<file path="src/iac_pkg.sv">
package iac_pkg;

	// Register offsets on the plain register port (byte addresses).
	localparam logic [7:0] OFF_ENABLE   = 8'h00;
	localparam logic [7:0] OFF_FLAG     = 8'h04;
	localparam logic [7:0] OFF_LEVEL    = 8'h08;
	localparam logic [7:0] OFF_MODE     = 8'h0c;
	localparam logic [7:0] OFF_EVT_STAT = 8'h10;
	localparam logic [7:0] OFF_EVT_MASK = 8'h14;
	localparam logic [7:0] OFF_LAST_ACC = 8'h18;

	// Values after reset.
	localparam logic [31:0] RST_ENABLE   = 32'h0000_0000;
	localparam logic [31:0] RST_LEVEL    = 32'h0000_0000;
	localparam logic [1:0]  RST_MODE     = 2'h0;
	localparam logic [3:0]  RST_EVT_MASK = 4'h0;

	// Mode register field positions.
	localparam int MODE_MASK0_POS = 0;
	localparam int MODE_MASK1_POS = 1;

	// Event status bit positions.
	localparam int EVT_W          = 4;
	localparam int EVT_ACCEPT     = 0;
	localparam int EVT_NMI_BREAK  = 1;
	localparam int EVT_DISCARD    = 2;
	localparam int EVT_DEFER      = 3;

	// Vector numbering: fixed sources first, peripherals follow.
	localparam int         VEC_W      = 6;
	localparam logic [5:0] VEC_NMI    = 6'h00;
	localparam logic [5:0] VEC_ABRK   = 6'h01;
	localparam logic [5:0] VEC_PERIPH = 6'h02;

	// Each peripheral source carries a two-bit mask level.
	localparam int LEVEL_W = 2;
	localparam int PC_W    = 16;

	// Class of the instruction that the core reports at its end.
	typedef enum logic [2:0] {
		IAC_INSN_PLAIN    = 3'b000,
		IAC_INSN_MASK_CHG = 3'b001,
		IAC_INSN_BLK_BYTE = 3'b010,
		IAC_INSN_BLK_WORD = 3'b011
	} iac_insn_t;

	// Acceptance sequencing states.
	typedef enum logic [1:0] {
		IAC_ST_IDLE  = 2'b00,
		IAC_ST_STACK = 2'b01
	} iac_state_t;

	// Status that the core hands to the block every cycle.
	typedef struct packed {
		logic            insn_end;
		iac_insn_t       insn_cls;
		logic            blk_word_busy;
		logic            blk_byte_busy;
		logic            xfer_break;
		logic            stack_done;
		logic            ccr_mask;
		logic [PC_W-1:0] next_pc;
	} iac_core_t;

	// Acceptance handed to the core.
	typedef struct packed {
		logic             valid;
		logic             is_nmi;
		logic             ret_next;
		logic [VEC_W-1:0] vector;
		logic [PC_W-1:0]  ret_pc;
	} iac_accept_t;

endpackage : iac_pkg

</file>
<file path="src/iac_sync3.sv">
`timescale 1ns/1ps
// Three-stage synchroniser; the output moves only once stages two and three agree.
module iac_sync3 (
	input  wire logic i_sys_clk,
	input  wire logic i_nrst,
	input  wire logic i_async,
	output logic      o_level
);
	logic s1_reg;
	logic s2_reg;
	logic s3_reg;

	// The first stage feeds only the second, so metastability stays contained.
	always_ff @(posedge i_sys_clk or negedge i_nrst) begin
		if (!i_nrst) begin
			s1_reg  <= 1'b0;
			s2_reg  <= 1'b0;
			s3_reg  <= 1'b0;
			o_level <= 1'b0;
		end else begin
			s1_reg <= i_async;
			s2_reg <= s1_reg;
			s3_reg <= s2_reg;
			if (s2_reg == s3_reg) begin
				o_level <= s3_reg;
			end
		end
	end
endmodule : iac_sync3

</file>
<file path="src/iac_prio.sv">
`timescale 1ns/1ps
// Fixed priority picker: the lowest set index wins.
module iac_prio #(
	parameter int W = 8
) (
	input  wire logic [W-1:0]         i_req,
	output logic                      o_found,
	output logic [$clog2(W+1)-1:0]    o_idx,
	output logic [W-1:0]              o_onehot
);
	// Scan from the top so that the lowest index is written last.
	always_comb begin
		o_found  = 1'b0;
		o_idx    = '0;
		o_onehot = '0;
		for (int i = W - 1; i >= 0; i--) begin
			if (i_req[i]) begin
				o_found  = 1'b1;
				o_idx    = i[$clog2(W+1)-1:0];
				o_onehot = '0;
				o_onehot[i] = 1'b1;
			end
		end
	end
endmodule : iac_prio

</file>
<file path="src/iac_top.sv">
`timescale 1ns/1ps
// Function
// - Clearing an enable bit takes effect only after the clearing instruction ends, so a request raised during it is still taken.
// - If a higher-priority request is pending at that boundary, it is served and the racing lower one is dropped.
// - Clearing a source flag to zero behaves the same way as clearing its enable bit.
// - A clear done while the request is masked causes no race and no exception handling.
// - After a mask-changing instruction the next instruction always runs before a pending interrupt is taken.
// - The mask level of a new request is resolved before the request is forwarded to the core.
// - During a byte-count block move nothing, not even the non-maskable request, is accepted until the move ends.
// - During a word-count block move every maskable request waits until the move ends.
// - A non-maskable request during a word-count block move is taken at a break between transfer cycles.
// - When a word-count block move is broken that way, the saved return address is that of the next instruction.
// - A clear done with the global mask bit at zero that meets a request still yields exception handling afterwards.
// - With the global mask bit set, all requests except the non-maskable one and the address break wait.
// - An accepted request starts exception handling only once the current instruction has completed, except a non-maskable break inside a word-count block move.
// - After the core stacks the program counter and condition code, the global mask bit is set.
module iac_top
	import iac_pkg::*;
#(
	parameter int NUM_SRC = 8
) (
	input  wire logic               i_sys_clk,
	input  wire logic               i_nrst,
	input  wire logic [7:0]         i_addr,
	input  wire logic [31:0]        i_wdata,
	input  wire logic               i_wr,
	input  wire logic               i_rd,
	output logic      [31:0]        o_rdata,
	input  wire logic [NUM_SRC-1:0] i_src_raise,
	input  wire logic               i_nmi_pin,
	input  wire logic               i_abrk_req,
	input  wire iac_core_t          i_core,
	output iac_accept_t             o_accept,
	output logic      [NUM_SRC-1:0] o_req_fwd,
	output logic                    o_set_mask,
	output logic                    o_irq
);
	localparam int IDX_W = $clog2(NUM_SRC + 1);

	// The level field packs two bits per source into one 32-bit word.
	if (NUM_SRC < 1 || NUM_SRC > 16) begin : g_bad_num_src
		$error("NUM_SRC must lie between 1 and 16");
	end

	// Committed state used for acceptance, and the software view written now.
	// Keeping two copies is what lets a clear lose a race against a request raised in
	// the same instruction, at the cost of a second register per enable bit.
	logic [NUM_SRC-1:0]         en_reg;
	logic [NUM_SRC-1:0]         en_shadow_reg;
	logic [NUM_SRC-1:0]         en_shadow_next;
	logic [NUM_SRC-1:0]         flag_reg;
	logic [NUM_SRC-1:0]         flag_next;
	logic [NUM_SRC-1:0]         clr_pend_reg;
	logic [NUM_SRC-1:0]         clr_pend_next;
	logic [2*NUM_SRC-1:0]       level_reg;
	logic [1:0]                 mode_reg;
	logic [NUM_SRC-1:0]         pend_reg;
	logic                       nmi_pend_reg;
	logic                       abrk_pend_reg;
	logic                       nmi_seen_reg;
	iac_state_t                 state_reg;
	iac_state_t                 state_next;
	logic [EVT_W-1:0]           evt_stat_reg;
	logic [EVT_W-1:0]           evt_mask_reg;
	logic [VEC_W-1:0]           last_vec_reg;

	// Register port decode.
	// The port never stalls, so every hit is a plain compare against the package offsets.
	// An address that hits nothing ignores writes and reads back as zero.
	wire hit_enable = (i_addr == OFF_ENABLE);
	wire hit_flag   = (i_addr == OFF_FLAG);
	wire hit_level  = (i_addr == OFF_LEVEL);
	wire hit_mode   = (i_addr == OFF_MODE);
	wire hit_stat   = (i_addr == OFF_EVT_STAT);
	wire hit_mask   = (i_addr == OFF_EVT_MASK);
	wire hit_last   = (i_addr == OFF_LAST_ACC);
	wire wr_enable  = i_wr && hit_enable;
	wire wr_flag    = i_wr && hit_flag;
	wire rd_stat    = i_rd && hit_stat;

	// Synchronised non-maskable pin; a rising edge latches a request.
	// The pin is asynchronous and passes four flops, which costs a few cycles of latency
	// that the same-clock sources never pay.
	wire nmi_level;
	iac_sync3 u_nmi_sync (
		.i_sys_clk (i_sys_clk),
		.i_nrst    (i_nrst),
		.i_async   (i_nmi_pin),
		.o_level   (nmi_level)
	);
	wire nmi_rise = nmi_level && !nmi_seen_reg;

	// Software writes gather here and reach the committed copies only at the boundary.
	// A write in the very cycle of the instruction end still counts toward that end.
	// Flag clears are remembered as a pending mask, since a clear must not erase a raise
	// that arrives while the clearing instruction is still running.
	wire [NUM_SRC-1:0] flag_wr_clr = wr_flag ? ~i_wdata[NUM_SRC-1:0] : '0;
	assign en_shadow_next = wr_enable ? i_wdata[NUM_SRC-1:0] : en_shadow_reg;
	assign clr_pend_next  = i_core.insn_end ? '0 : (clr_pend_reg | flag_wr_clr);
	wire [NUM_SRC-1:0] clr_commit = clr_pend_reg | flag_wr_clr;

	// Mask level resolution per source.
	// The higher mode bit wins when both are set, matching the stricter of the two levels.
	// Only peripheral sources carry a level; the fixed sources bypass this stage.
	logic [NUM_SRC-1:0] level_ok;
	always_comb begin
		for (int i = 0; i < NUM_SRC; i++) begin
			if (mode_reg[MODE_MASK1_POS]) begin
				level_ok[i] = (level_reg[2*i +: 2] > 2'h1);
			end else if (mode_reg[MODE_MASK0_POS]) begin
				level_ok[i] = (level_reg[2*i +: 2] > 2'h0);
			end else begin
				level_ok[i] = 1'b1;
			end
		end
	end

	// A global mask bit holds every peripheral request but not the two fixed ones.
	// A held request keeps its flag, so it is taken once the mask bit falls again.
	// The resolved word is registered before use, which spends one cycle per new request.
	wire [NUM_SRC-1:0] resolved = (flag_reg & en_reg & level_ok) & {NUM_SRC{!i_core.ccr_mask}};

	// Candidates use the committed copies, which still carry the pre-write values.
	// The global mask is read live here, so a masked core takes no peripheral request at this boundary
	// and a clear done under the mask never turns into a race.
	wire [NUM_SRC-1:0] cand = pend_reg & flag_reg & en_reg & {NUM_SRC{!i_core.ccr_mask}};

	wire               prio_found;
	wire [IDX_W-1:0]   prio_idx;
	wire [NUM_SRC-1:0] prio_onehot;
	iac_prio #(
		.W (NUM_SRC)
	) u_prio (
		.i_req    (cand),
		.o_found  (prio_found),
		.o_idx    (prio_idx),
		.o_onehot (prio_onehot)
	);

	// Acceptance decisions.
	// A word move may be broken only by the non-maskable request, and only at a break
	// between transfers; every other request waits for an instruction end.
	// The fixed priority is non-maskable, then address break, then peripherals.
	wire idle         = (state_reg == IAC_ST_IDLE);
	wire boundary     = i_core.insn_end && idle;
	// The class reported with the instruction end tells whether the mask just changed.
	// The hold-off covers the non-maskable request too, so the next instruction always runs.
	wire defer_now    = (i_core.insn_cls == IAC_INSN_MASK_CHG);
	wire any_pending  = nmi_pend_reg || abrk_pend_reg || prio_found;
	wire take_nmi_brk = idle && nmi_pend_reg && i_core.blk_word_busy && i_core.xfer_break;
	wire take_bound   = boundary && !defer_now && any_pending && !take_nmi_brk;
	wire take_any     = take_nmi_brk || take_bound;
	wire take_nmi     = take_nmi_brk || (take_bound && nmi_pend_reg);
	wire take_abrk    = take_bound && !nmi_pend_reg && abrk_pend_reg;
	wire take_periph  = take_bound && !nmi_pend_reg && !abrk_pend_reg;

	// Racing sources: being disabled or cleared now and not the winner.
	// A loser is dropped rather than queued: its enable or flag is already gone once this
	// boundary passes, so only the discard event records that it ever raced.
	wire [NUM_SRC-1:0] racing = cand & ((en_reg & ~en_shadow_next) | clr_commit);
	wire [NUM_SRC-1:0] lost   = take_periph ? (racing & ~prio_onehot) : (take_bound ? racing : '0);

	logic [VEC_W-1:0] take_vec;
	always_comb begin
		if (take_nmi) begin
			take_vec = VEC_NMI;
		end else if (take_abrk) begin
			take_vec = VEC_ABRK;
		end else begin
			take_vec = VEC_PERIPH + VEC_W'(prio_idx);
		end
	end

	// Events that latch into the status register.
	logic [EVT_W-1:0] evt_set;
	always_comb begin
		evt_set                = '0;
		evt_set[EVT_ACCEPT]    = take_any;
		evt_set[EVT_NMI_BREAK] = take_nmi_brk;
		evt_set[EVT_DISCARD]   = |lost;
		evt_set[EVT_DEFER]     = boundary && defer_now && any_pending;
	end

	// Next flag value: a raise in the clearing cycle wins over the clear.
	// Clears land only at an instruction end; at any other cycle the flag just collects raises.
	// Acceptance itself never clears a flag, which is left to the handler.
	assign flag_next = (i_core.insn_end ? (flag_reg & ~clr_commit) : flag_reg) | i_src_raise;

	// Acceptance sequencing.
	// The stacking state blocks a second accept until the core reports the stack written.
	always_comb begin
		case (state_reg)
			IAC_ST_IDLE: begin
				state_next = take_any ? IAC_ST_STACK : IAC_ST_IDLE;
			end
			IAC_ST_STACK: begin
				state_next = i_core.stack_done ? IAC_ST_IDLE : IAC_ST_STACK;
			end
			default: begin
				state_next = IAC_ST_IDLE;
			end
		endcase
	end

	// Read data mux.
	logic [31:0] rd_mux;
	always_comb begin
		rd_mux = 32'h0000_0000;
		if (hit_enable) begin
			rd_mux[NUM_SRC-1:0] = en_shadow_reg;
		end else if (hit_flag) begin
			rd_mux[NUM_SRC-1:0] = flag_reg & ~clr_pend_reg;
		end else if (hit_level) begin
			rd_mux[2*NUM_SRC-1:0] = level_reg;
		end else if (hit_mode) begin
			rd_mux[1:0] = mode_reg;
		end else if (hit_stat) begin
			rd_mux[EVT_W-1:0] = evt_stat_reg;
		end else if (hit_mask) begin
			rd_mux[EVT_W-1:0] = evt_mask_reg;
		end else if (hit_last) begin
			rd_mux[VEC_W-1:0] = last_vec_reg;
		end
	end

	// Software-visible configuration.
	always_ff @(posedge i_sys_clk or negedge i_nrst) begin
		if (!i_nrst) begin
			en_shadow_reg <= RST_ENABLE[NUM_SRC-1:0];
			level_reg     <= RST_LEVEL[2*NUM_SRC-1:0];
			mode_reg      <= RST_MODE;
			evt_mask_reg  <= RST_EVT_MASK;
			clr_pend_reg  <= '0;
		end else begin
			en_shadow_reg <= en_shadow_next;
			clr_pend_reg  <= clr_pend_next;
			if (i_wr && hit_level) begin
				level_reg <= i_wdata[2*NUM_SRC-1:0];
			end
			if (i_wr && hit_mode) begin
				mode_reg <= i_wdata[1:0];
			end
			if (i_wr && hit_mask) begin
				evt_mask_reg <= i_wdata[EVT_W-1:0];
			end
		end
	end

	// Committed enables move only at the instruction end; flags collect raises every cycle and take clears at the end.
	always_ff @(posedge i_sys_clk or negedge i_nrst) begin
		if (!i_nrst) begin
			en_reg   <= RST_ENABLE[NUM_SRC-1:0];
			flag_reg <= '0;
		end else begin
			flag_reg <= flag_next;
			if (i_core.insn_end) begin
				en_reg <= en_shadow_next;
			end
		end
	end

	// Resolved requests take two cycles before they are forwarded.
	always_ff @(posedge i_sys_clk or negedge i_nrst) begin
		if (!i_nrst) begin
			pend_reg  <= '0;
			o_req_fwd <= '0;
		end else begin
			pend_reg  <= resolved;
			o_req_fwd <= pend_reg;
		end
	end

	// Fixed sources stay pending until taken; a new edge wins over the take.
	always_ff @(posedge i_sys_clk or negedge i_nrst) begin
		if (!i_nrst) begin
			nmi_pend_reg  <= 1'b0;
			abrk_pend_reg <= 1'b0;
			nmi_seen_reg  <= 1'b0;
		end else begin
			nmi_seen_reg  <= nmi_level;
			nmi_pend_reg  <= nmi_rise || (nmi_pend_reg && !take_nmi);
			abrk_pend_reg <= i_abrk_req || (abrk_pend_reg && !take_abrk);
		end
	end

	// Byte moves report no transfer break, so only their end can be a boundary.
	// Word moves let only the non-maskable request break in; the return address
	// the core offers there already points past the move.
	always_ff @(posedge i_sys_clk or negedge i_nrst) begin
		if (!i_nrst) begin
			state_reg <= IAC_ST_IDLE;
			o_accept  <= '0;
		end else begin
			state_reg       <= state_next;
			o_accept.valid  <= take_any;
			o_accept.is_nmi <= take_nmi;
			o_accept.ret_next <= take_nmi_brk;
			if (take_any) begin
				o_accept.vector <= take_vec;
				o_accept.ret_pc <= i_core.next_pc;
			end
		end
	end

	// The core raises the mask bit once stacking is done.
	// Raising it only after the stack write keeps the saved condition code unmasked,
	// so a return from the handler restores the mask state of the interrupted code.
	always_ff @(posedge i_sys_clk or negedge i_nrst) begin
		if (!i_nrst) begin
			o_set_mask <= 1'b0;
		end else begin
			o_set_mask <= (state_reg == IAC_ST_STACK) && i_core.stack_done;
		end
	end

	// Event status: a read clears, but an event in the same cycle survives.
	// Letting the set win means a read can never swallow an event it did not report.
	// The last vector is kept for software that wants to see what was taken.
	always_ff @(posedge i_sys_clk or negedge i_nrst) begin
		if (!i_nrst) begin
			evt_stat_reg <= '0;
			last_vec_reg <= '0;
		end else begin
			evt_stat_reg <= (rd_stat ? '0 : evt_stat_reg) | evt_set;
			if (take_any) begin
				last_vec_reg <= take_vec;
			end
		end
	end

	// Read data and interrupt line, both registered.
	// The line uses the next status value, so it follows a read clear without a lag cycle.
	// Read data are zero outside the answer cycle so a bus OR of several slaves stays clean.
	always_ff @(posedge i_sys_clk or negedge i_nrst) begin
		if (!i_nrst) begin
			o_rdata <= 32'h0000_0000;
			o_irq   <= 1'b0;
		end else begin
			o_rdata <= i_rd ? rd_mux : 32'h0000_0000;
			o_irq   <= |(((rd_stat ? '0 : evt_stat_reg) | evt_set) & evt_mask_reg);
		end
	end
endmodule : iac_top

</file>
<file path="config.mk">
export PLATFORM = sky130hd
export DESIGN_NAME = iac_top
export DESIGN_NICKNAME = d
export VERILOG_FILES = /design/src/iac_pkg.sv /design/src/iac_sync3.sv /design/src/iac_prio.sv /design/src/iac_top.sv
export SDC_FILE = /design/constraint.sdc
export NUM_CORES = 1
export LEC_CHECK = 0
export BUFFER_PORTS_ARGS = -buffer_cell sky130_fd_sc_hd__buf_2
export CAP_MARGIN = 20
export CORE_MARGIN = 3
export CORE_UTILIZATION = 25
export CTS_BUF_LIST = sky130_fd_sc_hd__clkbuf_8
export DETAILED_ROUTE_END_ITERATION = 6
export GPL_TIMING_DRIVEN = 0
export PLACE_DENSITY_LB_ADDON = 0.25
export SLEW_MARGIN = 20
export SYNTH_ARGS = -nofsm -noshare
export SYNTH_HDL_FRONTEND = slang
export SYNTH_SLANG_ARGS = --single-unit
</file>
<file path="constraint.sdc">
create_clock -name i_sys_clk -period 3 [get_ports i_sys_clk]
set_input_delay 0.6 -clock i_sys_clk [delete_from_list [all_inputs] [get_ports i_sys_clk]]
set_output_delay 0.6 -clock i_sys_clk [all_outputs]
set_load 0.005 [all_outputs]
</file>
# After elaboration in Yosys (flattened, before gate mapping)
# Index checks and enable logic that the tools add are counted.
[totals]
regBits = 126
output_inout_bits = 67
[classes]
add_sub_neg = 1
n_mux = 66
n_reduce_logical = 41
bitwise = 21
eq_ne = 9
magnitude_cmp = 16
[op_table]
columns = ["operator", "count"]
rows = [
  ["$mux W8", 18],
  ["$and A8 B8 Y8", 11],
  ["$not A8 Y8", 5],
  ["$gt A2 B1 Y1 const B", 16],
  ["$mux W1", 26],
  ["$eq A8 B5 Y1 const B", 3],
  ["$mux W3", 8],
  ["$or A8 B8 Y8", 3],
  ["$logic_and A1 B1 Y1", 23],
  ["$eq A8 B4 Y1 const B", 2],
  ["$mux W16", 1],
  ["$mux W4", 4],
  ["$mux W6", 2],
  ["$mux W10", 1],
  ["$mux W5", 2],
  ["$eq A8 B3 Y1 const B", 1],
  ["$logic_not A1 Y1", 8],
  ["$logic_not A8 Y1", 1],
  ["$reduce_or A8 Y1", 1],
  ["$logic_or A1 B1 Y1", 6],
  ["$mux W2", 3],
  ["$add A2 B4 Y5 const A", 1],
  ["$and A4 B4 Y4", 1],
  ["$or A4 B4 Y4", 1],
  ["6 further kinds", 6],
]

# Logic depth before layout (Yosys ltp)
# Gate-level depths: netlist of run 1.
[logic_depth]
depth_word = 21
ltp_mapped = 9
depth_no_buf = 7

# Modules after synthesis
# A second synthesis of run 1 with hierarchy kept.
[hier_totals]
cells_unflattened = 518
area_unflattened_um2 = 5880.6
[by_module_without_submodules]
columns = ["module", "area_per_inst_um2", "seq_area_each_um2", "n_inst", "cells_per_inst"]
rows = [
  ["iac_top", 5612.9, 3002.9, 1, 488],
  ["iac_prio", 156.4, 0.0, 1, 25],
  ["iac_sync3", 111.4, 100.1, 1, 5],
]

# Worst setup path after synthesis of run 1
# OpenSTA, ideal clock, no wires.
[synth_path]
path_kind = "input-to-reg"
start = "in i_addr[5]"
end = "reg level_reg[10]"
setup_time_ns = 0.127
cell_stages = 7
t_required_ns = 2.873
t_arrival_ns = 2.166
slack_ns = 0.706
path_cell_list = "or4_4 nor2_2 nand2_1 nor2_4 nand2_2 buf_6 mux2_1"
[synth_between]
elab_chain_cells = 2
[synth_rtl]
columns = ["item", "line_no", "rtl"]
rows = [
  ["from (decl)", "iac_top.sv:24", "input wire logic [7:0] i_addr,"],
  ["$eq A8 B4 Y1", "iac_top.sv:72", "wire hit_level = (i_addr == OFF_LEVEL);"],
  ["$logic_and A1 B1 Y1", "iac_top.sv:237", "if (i_wr && hit_level) begin"],
  ["to (signal assigned)", "iac_top.sv:230", "level_reg <= RST_LEVEL[2*NUM_SRC-1:0];"],
  ["to (signal assigned)", "iac_top.sv:238", "level_reg <= i_wdata[2*NUM_SRC-1:0];"],
  ["to (decl)", "iac_top.sv:55", "logic [2*NUM_SRC-1:0] level_reg;"],
]
# Every way passes these cells.
# A chain may end at the register's enable or synchronous reset.

# Worst setup path in the final report of run 1
[layout_path]
start = "in i_addr[1]"
end = "reg o_irq"
[layout_between]
elab_chain_cells = 13
elab_cells_between_ends = 21
[layout_rtl]
columns = ["item", "line_no", "rtl"]
rows = [
  ["$logic_not A8 Y1", "iac_top.sv:70", "wire hit_enable = (i_addr == OFF_ENABLE);"],
  ["$logic_and A1 B1 Y1", "iac_top.sv:77", "wire wr_enable = i_wr && hit_enable;"],
  ["$mux W8", "iac_top.sv:98", "assign en_shadow_next = wr_enable ? i_wdata[NUM_SRC-1:0] : en_shadow_reg;"],
  ["$not A8 Y8", "iac_top.sv:160", "wire [NUM_SRC-1:0] racing = cand & ((en_reg & ~en_shadow_next) | clr_commit);"],
  ["$and A8 B8 Y8", "iac_top.sv:160", ""],
  ["$or A8 B8 Y8", "iac_top.sv:160", ""],
  ["$and A8 B8 Y8", "iac_top.sv:160", ""],
  ["$mux W8 or $and A8 B8 Y8 (tied branches)", "iac_top.sv:161", "wire [NUM_SRC-1:0] lost = take_periph ? (racing & ~prio_onehot) : (take_bound ? racing : '0);"],
  ["$mux W8", "iac_top.sv:161", ""],
  ["$reduce_or A8 Y1", "iac_top.sv:180", "evt_set[EVT_DISCARD] = |lost;"],
  ["$or A4 B4 Y4 (*)", "iac_top.sv:340", "o_irq <= |(((rd_stat ? '0 : evt_stat_reg) | evt_set) & evt_mask_reg);"],
  ["$and A4 B4 Y4 (*)", "iac_top.sv:340", ""],
  ["$reduce_or A4 Y1 (*)", "iac_top.sv:340", ""],
  ["to (signal assigned)", "iac_top.sv:340", ""],
  ["to (decl)", "iac_top.sv:36", "output logic o_irq"],
]
# Mark *: on every way between the ends. The rest lies on a longest branch, timed or not.

==> impl_metrics.toml, run 1 <==
[detailed_routing]
wl_um = 17320
vias = 4477
antenna_left = 0
dr.pass1.iters = 5
drt_iter0_markers = 268
drc = 0
vias_per_cell = 4.644
post_drt_wl_per_cell_um = 17.96

[cts]
cts_tree = "built"
postCtsHoldBufs = 0
clkSinkCount = 123
cts_setup_buffers = 0
clk_pin_slew_ps = 80
root_buffer = "clkbuf_8"
htreeDepth = 4
insertion_delay_ps = 450
cts_resized = 0
cts_made_buffers = 17
clockBufferDepth = 2

[global_routing]
grt_pass1_vias = 4410
grt_pass1_wl_um = 26700
overflow = 0
track_usage_pct = 14.59
antenna_found_initial = 0
grt_start_max_net_pins = 68

[layout]
layout_common_cells = "dfrtp_1, buf_2, nand2_1"
largest_reg_flops = 19
fillers = 2345
nNetsFinal = 752
mostFrequentLayoutCell = "dfrtp_1"
layout-drive-gt1-share_pct = 29.39
syn_to_final_growth_pct = 25.49
antenna_cells = 0
stdcell_area_sq_mm = 0.007096

[place]
port_buffers = 110
dp.final_hpwl_um = 12600
dpl-instance-area_sq_mm = 0.006656
globalplace.congestion = 0.8675
post-place-ws_ps = -198.0

[worst_setup_path]
worst-path-buf-inv = 1
path_max_fanout = 10
end_kind = "flop"
slowest_stage = "nor4_4"
worstPathRequired_ps = 3290
cp_common_cell = "a2111oi_2"
cpPeakStageDelay_ps = 700
startpoint_type = "primary input"
criticalPathCategory = "primary input to flop"
crit_chain = "buf_2 -> nor4_4 -> nand3_2 -> a2111oi_2 -> nor4_1 -> a2111oi_2 -> o211ai_1"
cp.arrival_ps = 3070
path_delay_family = "simple AND/OR/NAND/NOR gates"

[floorplan]
coreArea_sq_mm = 0.02203
die_w_um = 156.4
die_area_sq_mm = 0.02446
rows = 54
die_y_um = 156.4
initial_core_util_pct = 25.67
io_pins = 146

[synth]
syn_area_sq_mm = 0.005654
ys_seq_elements = 123
yosysTopAreaCell = "dfrtp_1"
synth_warnings = 0
synth_top_area_share_pct = 54.44
synth_edf_count = 0
synthCells = 525
synth.distinct_cells = 68
synth-main-ff-cell = "dfrtp_1"
synth-async-reset-ratio_pct = 100.0
synthTopCellsByArea = "dfrtp_1, nand2_1, mux2_1"
synth_seq_area_share_pct = 54.44
avgSynthCellArea_sq_um = 10.77

[sta]
min_period_ps = 2776
maxSlewHeadroom_pct = 37.46
clock_skew_ps = 12.88
worst_slack_ps = 224.1
max_freq_ghz = 0.3602
finalSetupViolCount = 0
report.final.slew_viol_count = 0
min_period_over_period_pct = 92.53
hold_violations = 0
rsz0062_at_grt = "no"
tightest_slew_ps = 936.0
tns_ps = 0

[pwr]
design_power_total_mw = 4.354
peakVddDrop_uv = 344.8
leakage_nw = 3.440
power_density_mw_per_mm2 = 613.6

[hold_path]
min_path_type = "primary input to asynchronous set/reset pin"

[status]
status = "completed"

[run]
drv_cap = 0
[through the flow]
stage                     hold slack, ps  utilization (%)  std cells
after detailed placement           341.8            30.22        933
after CTS                          86.72            32.21        964
after global routing               96.56            32.21        964
after floorplan                    304.4                -        542
after global placement             333.8            30.05        932
final                              75.23            32.21        964
[layer usage]
layer  track usage [%]  wire length (um)  vias up
li1                  -                 -     2131
met1             19.24              7860     2156
met3             4.923              1328       25
met4             5.336               323        0
met5                 0                 0        -
met2             22.32              7804      165
[logic make-up after synthesis]
group	after synthesis	synth area share, %
AND/OR/NAND/NOR	216	20.85
flip-flops	123	54.44
AO/OA/AOI/OAI	90	12.28
buffers and inverters	61	5.620
multiplexers	32	6.351
adder cells (fa/ha/maj)	2	0.3983
other	1	0.06632
[where the power goes]
group	leakage (nW)	switching (mW)	internal [mW]
registers	1.59	0.121	1.86
logic	1.62	0.423	0.291
clock network	0.224	0.689	0.975
[worst register-to-register path, stage by stage (launching register included)]
cell	delay [ps]
dfrtp_1	420
nand4b_1	300
nand4_1	380
o41ai_1	540
and2b_1	280
inv_2	140
buf_2	210
nand2_1	80
nand2_1	50
[final cells by class]
cell class              instances  area, sq um  area share, %
multi-input cells             358         2322          32.73
plain buffers                  35        220.2          3.104
well taps                     280        350.3          4.937
flip-flops and latches        123         3078          43.38
inverters                      26        97.59          1.375
clock buffers                  17        234.0          3.297
clock inverters                14        205.2          2.892
repair buffers                111        588.1          8.288
[synth_stat cells (3+ instances only)]
| cell type | n |
|---|---|
| dfrtp_1 | 123 |
| nand2_1 | 80 |
| nor2_1 | 41 |
| inv_1 | 25 |
| buf_4 | 18 |
| mux2_1 | 18 |
| a21oi_1 | 14 |
| mux2_2 | 13 |
| nor2b_1 | 13 |
| a31oi_1 | 12 |
| a21o_1 | 11 |
| nor3_1 | 10 |
| and2_1 | 9 |
| clkbuf_1 | 9 |
| nand4b_1 | 9 |
| o21ai_0 | 8 |
| nand4_1 | 7 |
| nor4_1 | 6 |
| buf_2 | 5 |
| nand3_1 | 5 |
| a22o_1 | 4 |
| nor4_2 | 4 |
| o31ai_1 | 4 |
| a221oi_1 | 3 |
| a222oi_1 | 3 |
| a22oi_1 | 3 |
| and3_1 | 3 |
| and4b_1 | 3 |
| nor3b_1 | 3 |
| nor4_4 | 3 |
| nor4bb_1 | 3 |
| o21ai_1 | 3 |
| o41ai_1 | 3 |
| o41ai_2 | 3 |
[path summary, 6_finish.rpt]
kind,startpoint,end,slack (ps),cells after the start
min in group i_sys_clk,i_nmi_pin,u_nmi_sync.s1_reg$_DFF_PN0_,260,1
min,i_nrst,o_rdata[14]$_DFF_PN0_,80,1
max in group asynchronous,i_nrst,o_accept[1]$_DFFE_PN0P_,2240,2
max reg2reg,flag_reg[0]$_DFF_PN0_,o_accept[1]$_DFFE_PN0P_,490,8
max,i_addr[1],o_irq$_DFF_PN0_,220,7
min reg2reg,u_nmi_sync.s1_reg$_DFF_PN0_,u_nmi_sync.s2_reg$_DFF_PN0_,350,0
Note: power is estimated with default switching activity, not from simulation.
==> inputs of run 2 (changes only) <==
--- a/config.mk
+++ b/config.mk
@@ -8,7 +8,7 @@
 export BUFFER_PORTS_ARGS = -buffer_cell sky130_fd_sc_hd__buf_2
 export CAP_MARGIN = 20
 export CORE_MARGIN = 3
-export CORE_UTILIZATION = 25
+export CORE_UTILIZATION = 44
 export CTS_BUF_LIST = sky130_fd_sc_hd__clkbuf_8
 export DETAILED_ROUTE_END_ITERATION = 6
 export GPL_TIMING_DRIVEN = 0
==> impl_metrics.toml, run 2 (synthesized netlist as in run 1, its figures left out) <==
[sta]
rsz0062_at_grt = "no"
hold_violations = 0
tightest_slew_ps = 750.5
max_freq_ghz = 0.3739
clock_skew_ps = 9.890
finalSetupViolCount = 0
maxSlewHeadroom_pct = 49.59
report.final.slew_viol_count = 0
min_period_ps = 2675
min_period_over_period_pct = 89.16

[detailed_routing]
wl_um = 15410
drc = 0
drt_iter0_markers = 359
post_drt_wl_per_cell_um = 18.11
vias = 4522
vias_per_cell = 5.314
antenna_left = 0
dr.pass1.iters = 5

[worst_setup_path]
startpoint_type = "primary input"
r2r_slack_ps = 410
worstPathRequired_ps = 3290
crit_chain = "buf_2 -> nor4_4 -> nand3_2 -> a2111oi_2 -> nor4_1 -> a2111oi_2 -> o211ai_1"
end_kind = "flop"
cp_common_cell = "a2111oi_2"
criticalPathCategory = "primary input to flop"
path_max_fanout = 10
slowest_stage = "nor4_4"
cpPeakStageDelay_ps = 660
cp.arrival_ps = 2960

[pwr]
swShare_pct = 27.42
design_power_total_mw = 4.166
leakage_nw = 3.428
power_density_mw_per_mm2 = 602.8
netSwitchingPower_mw = 1.142
pwr-share-comb_pct = 16.8
peakVddDrop_uv = 483.0
clkPwrFrac_pct = 35.9
p_int_mw = 3.024
pwr-share-seq_pct = 47.3

[cts]
htreeDepth = 4
postCtsHoldBufs = 0
clockBufferDepth = 2
cts_setup_buffers = 0
clk_pin_slew_ps = 70
cts_made_buffers = 17
insertion_delay_ps = 440
clkSinkCount = 123
root_buffer = "clkbuf_8"
cts_tree = "built"
cts_resized = 0

[floorplan]
coreArea_sq_mm = 0.01226
die_area_sq_mm = 0.01425
die_y_um = 119.4
die_w_um = 119.4
io_pins = 146
initial_core_util_pct = 46.11
rows = 40

[layout]
mostFrequentLayoutCell = "dfrtp_1"
fin_util_pct = 56.36
multiInputGateArea_sq_mm = 0.002322
fillers = 1106
syn_to_final_growth_pct = 22.22
seqCellArea_sq_mm = 0.003078
layout-drive-gt1-share_pct = 28.84
layout_common_cells = "dfrtp_1, buf_2, nand2_1"
antenna_cells = 0
fin_cells = 851
nNetsFinal = 752
stdcell_area_sq_mm = 0.006910
largest_reg_flops = 19

[global_routing]
overflow = 0
grt_start_max_net_pins = 67
grt_pass1_wl_um = 24410
grt_pass1_vias = 4555
track_usage_pct = 22.34
antenna_found_initial = 0

[hold_path]
min_path_type = "primary input to asynchronous set/reset pin"

[status]
status = "completed"

[place]
globalplace.congestion = 0.8988
dpl-instance-area_sq_mm = 0.006513
port_buffers = 110
dp.final_hpwl_um = 11360
dp_cells = 821

[run]
drv_cap = 0
-- run 2: layout make-up --
| type | count | area share, % |
|---|---|---|
| Clock inverter | 13 | 2.372 |
| Tap cell | 168 | 3.042 |
| Inverter | 26 | 1.412 |
| Sequential cell | 123 | 44.54 |
| Multi-Input combinational cell | 358 | 33.60 |
| Buffer | 35 | 3.187 |
| Clock buffer | 17 | 3.386 |
| Timing Repair Buffer | 111 | 8.456 |
-- run 2: stage by stage --
step | hold slack (ps) | setup slack, ps | TNS (ps)
detailed placement | 338.1 | -96.60 | -108.9
finish | 128.5 | 325.2 | 0
global route | 125.5 | 262.4 | 0
floorplan | 304.4 | 706.2 | 0
global placement | 336.0 | -213.0 | -25380
CTS | 125.4 | 377.9 | 0
-- run 2: worst max-delay path: cells and delay by family --
family          cells  cell delay (ps)
buf+inv             1              150
compound gates      3             1010
simple gates        3             1200
-- run 2: worst paths after layout --
path | to | depth (start not counted) | from
min in group i_sys_clk | u_nmi_sync.s1_reg$_DFF_PN0_ | 1 | i_nmi_pin
max | o_irq$_DFF_PN0_ | 7 | i_addr[1]
max in group asynchronous | level_reg[9]$_DFFE_PN0P_ | 2 | i_nrst
min | pend_reg[0]$_DFF_PN0_ | 1 | i_nrst
min reg2reg | u_nmi_sync.s2_reg$_DFF_PN0_ | 0 | u_nmi_sync.s1_reg$_DFF_PN0_
max reg2reg | o_accept[1]$_DFFE_PN0P_ | 8 | flag_reg[0]$_DFF_PN0_
-- run 2: power groups by stage --
stage          clock network (mW)  registers, mW  logic [mW]
6_report                     1.49           1.97       0.700
3_3_place_gp                    0           1.99       0.685
5_1_grt                      1.61           1.99       0.787
3_5_place_dp                    0           2.00       0.706
4_1_cts                      1.53           1.97       0.708
2_1_floorplan                   0           2.00       0.360
-- run 2: metal layers --
layer	part of all wire [%]	wire length [um]	up-vias	GRT usage, %
met4	2.2	346	0	8.447
li1	-	-	2128	-
met1	44	6790	2187	29.94
met5	0	0	-	0
met2	47	7191	180	34.16
met3	7.0	1085	27	6.933
==> inputs of run 3 (changes only) <==
==> constraint.sdc (replaced) <==
create_clock -name i_sys_clk -period 2.65 [get_ports i_sys_clk]
set_input_delay 0.53 -clock i_sys_clk [delete_from_list [all_inputs] [get_ports i_sys_clk]]
set_output_delay 0.53 -clock i_sys_clk [all_outputs]
set_load 0.005 [all_outputs]
==> impl_metrics.toml, run 3 (synthesized netlist as in run 1, its figures left out) <==
[status]
status = "completed"

[floorplan]
die_y_um = 119.4
rows = 40
io_pins = 146
initial_core_util_pct = 46.11
die_w_um = 119.4
coreArea_sq_mm = 0.01226
die_area_sq_mm = 0.01425

[layout]
syn_to_final_growth_pct = 22.35
antenna_cells = 0
nNetsFinal = 752
mostFrequentLayoutCell = "dfrtp_1"
largest_reg_flops = 19
layout-drive-gt1-share_pct = 28.99
fin_util_pct = 56.42
fin_cells = 851
fillers = 1103
layout_common_cells = "dfrtp_1, buf_2, nand2_1"

[worst_setup_path]
end_kind = "flop"
worstPathRequired_ps = 2930
cp_common_cell = "a2111oi_2"
path_max_fanout = 10
cp.arrival_ps = 2870
crit_chain = "buf_2 -> nor4_4 -> nand3_2 -> a2111oi_2 -> nor4_1 -> a2111oi_2 -> o211ai_1"
criticalPathCategory = "primary input to flop"
cpPeakStageDelay_ps = 660
startpoint_type = "primary input"
slowest_stage = "nor4_4"
r2r_cells = 8

[global_routing]
use_met2_pct = 34.16
met3_usage_pct = 6.933
antenna_found_initial = 0
grt_pass1_vias = 4555
grt-busiest-layer = "met2"
grt_pass1_wl_um = 24410
grt_start_max_net_pins = 67
overflow = 0
track_usage_pct = 22.34
use_met1_pct = 29.94

[cts]
clk_pin_slew_ps = 70
root_buffer = "clkbuf_8"
cts_tree = "built"
htreeDepth = 4
cts_made_buffers = 17
insertion_delay_ps = 430
clockBufferDepth = 2
clkSinkCount = 123

[place]
dp_cells = 821
dp.final_hpwl_um = 11360
globalplace.congestion = 0.8988
port_buffers = 110

[sta]
hold_slack_ps = 56.17
rsz0062_at_grt = "no"
finalSetupViolCount = 0
min_period_ps = 2584
min_period_over_period_pct = 97.50
maxSlewHeadroom_pct = 50.03
max_freq_ghz = 0.3870
hold_violations = 0
report.final.slew_viol_count = 0
clock_skew_ps = 9.760
tightest_slew_ps = 747.9

[hold_path]
min_path_type = "primary input to asynchronous set/reset pin"

[detailed_routing]
drt_iter0_markers = 335
vias = 4533
antenna_left = 0
wl_um = 15500
vias_per_cell = 5.327
drc = 0
dr.pass1.iters = 6
post_drt_wl_per_cell_um = 18.21

[run]
drv_cap = 0

[pwr]
leakage_nw = 3.430
power_density_mw_per_mm2 = 681.7
peakVddDrop_uv = 550.8
## run 3: cell types whose count changed in the layout (fill, tap and decap cells not counted)
cell and delta:
o41ai_2 +1, o41ai_1 -1
## run 3: final timing paths
check                                            startpoint  slack [ps]                           to
worst max-delay path                              i_addr[3]          70              o_irq$_DFF_PN0_
worst min-delay path                                 i_nrst          60        pend_reg[0]$_DFF_PN0_
worst max register to register        flag_reg[0]$_DFF_PN0_         240      o_accept[1]$_DFFE_PN0P_
worst min register to register  u_nmi_sync.s1_reg$_DFF_PN0_         350  u_nmi_sync.s2_reg$_DFF_PN0_
max in group asynchronous                            i_nrst        1900     level_reg[9]$_DFFE_PN0P_
min in group i_sys_clk                            i_nmi_pin         200  u_nmi_sync.s1_reg$_DFF_PN0_
## run 3: where the power goes
group | internal, mW | total [mW] | switching, mW | leakage [nW]
combinational | 0.331 | 0.796 | 0.465 | 1.62
clock | 0.992 | 1.69 | 0.698 | 0.214
sequential | 2.10 | 2.23 | 0.128 | 1.59
## run 3: area by class of cell
type                    count  area (sq um)  share of cell area (%)
plain buffers              35         220.2                   3.183
clock buffers              17         234.0                   3.382
clock inverters            13         163.9                   2.369
inverters                  26         97.59                   1.411
multi-input cells         358          2330                   33.68
flip-flops and latches    123          3078                   44.49
well taps                 168         210.2                   3.039
repair buffers            111         584.3                   8.446
## run 3: repair_timing
item	4_1_cts	5_1_grt
hold buffers	0	0
gates resized for setup	0	1
hold endpoints to repair	0	0
buffers inserted	0	0
endpoints found under the setup margin	0	10
## run 3: metrics by stage
stage	worst slack (ps)	total power, mW	setup TNS, ps	instance area (sq um)
6_report	66.15	4.716	0	6918
2_1_floorplan	426.2	2.668	0	5718
3_3_place_gp	-493.0	3.030	-65130	6479
5_1_grt	1.779	4.972	0	6918
4_1_cts	97.94	4.761	0	6910
3_5_place_dp	-376.6	3.065	-5905	6513
## run 3: layer usage
layer	wire [um]	vias up
li1	-	2132
met1	6863	2185
met2	7150	186
met4	378	0
met5	0	-
met3	1106	30
## run 3: worst max-delay path, delay by kind of cell
family,cells,cell delay [ps]
compound gates,3,1000
buf+inv,1,140
simple gates,3,1190
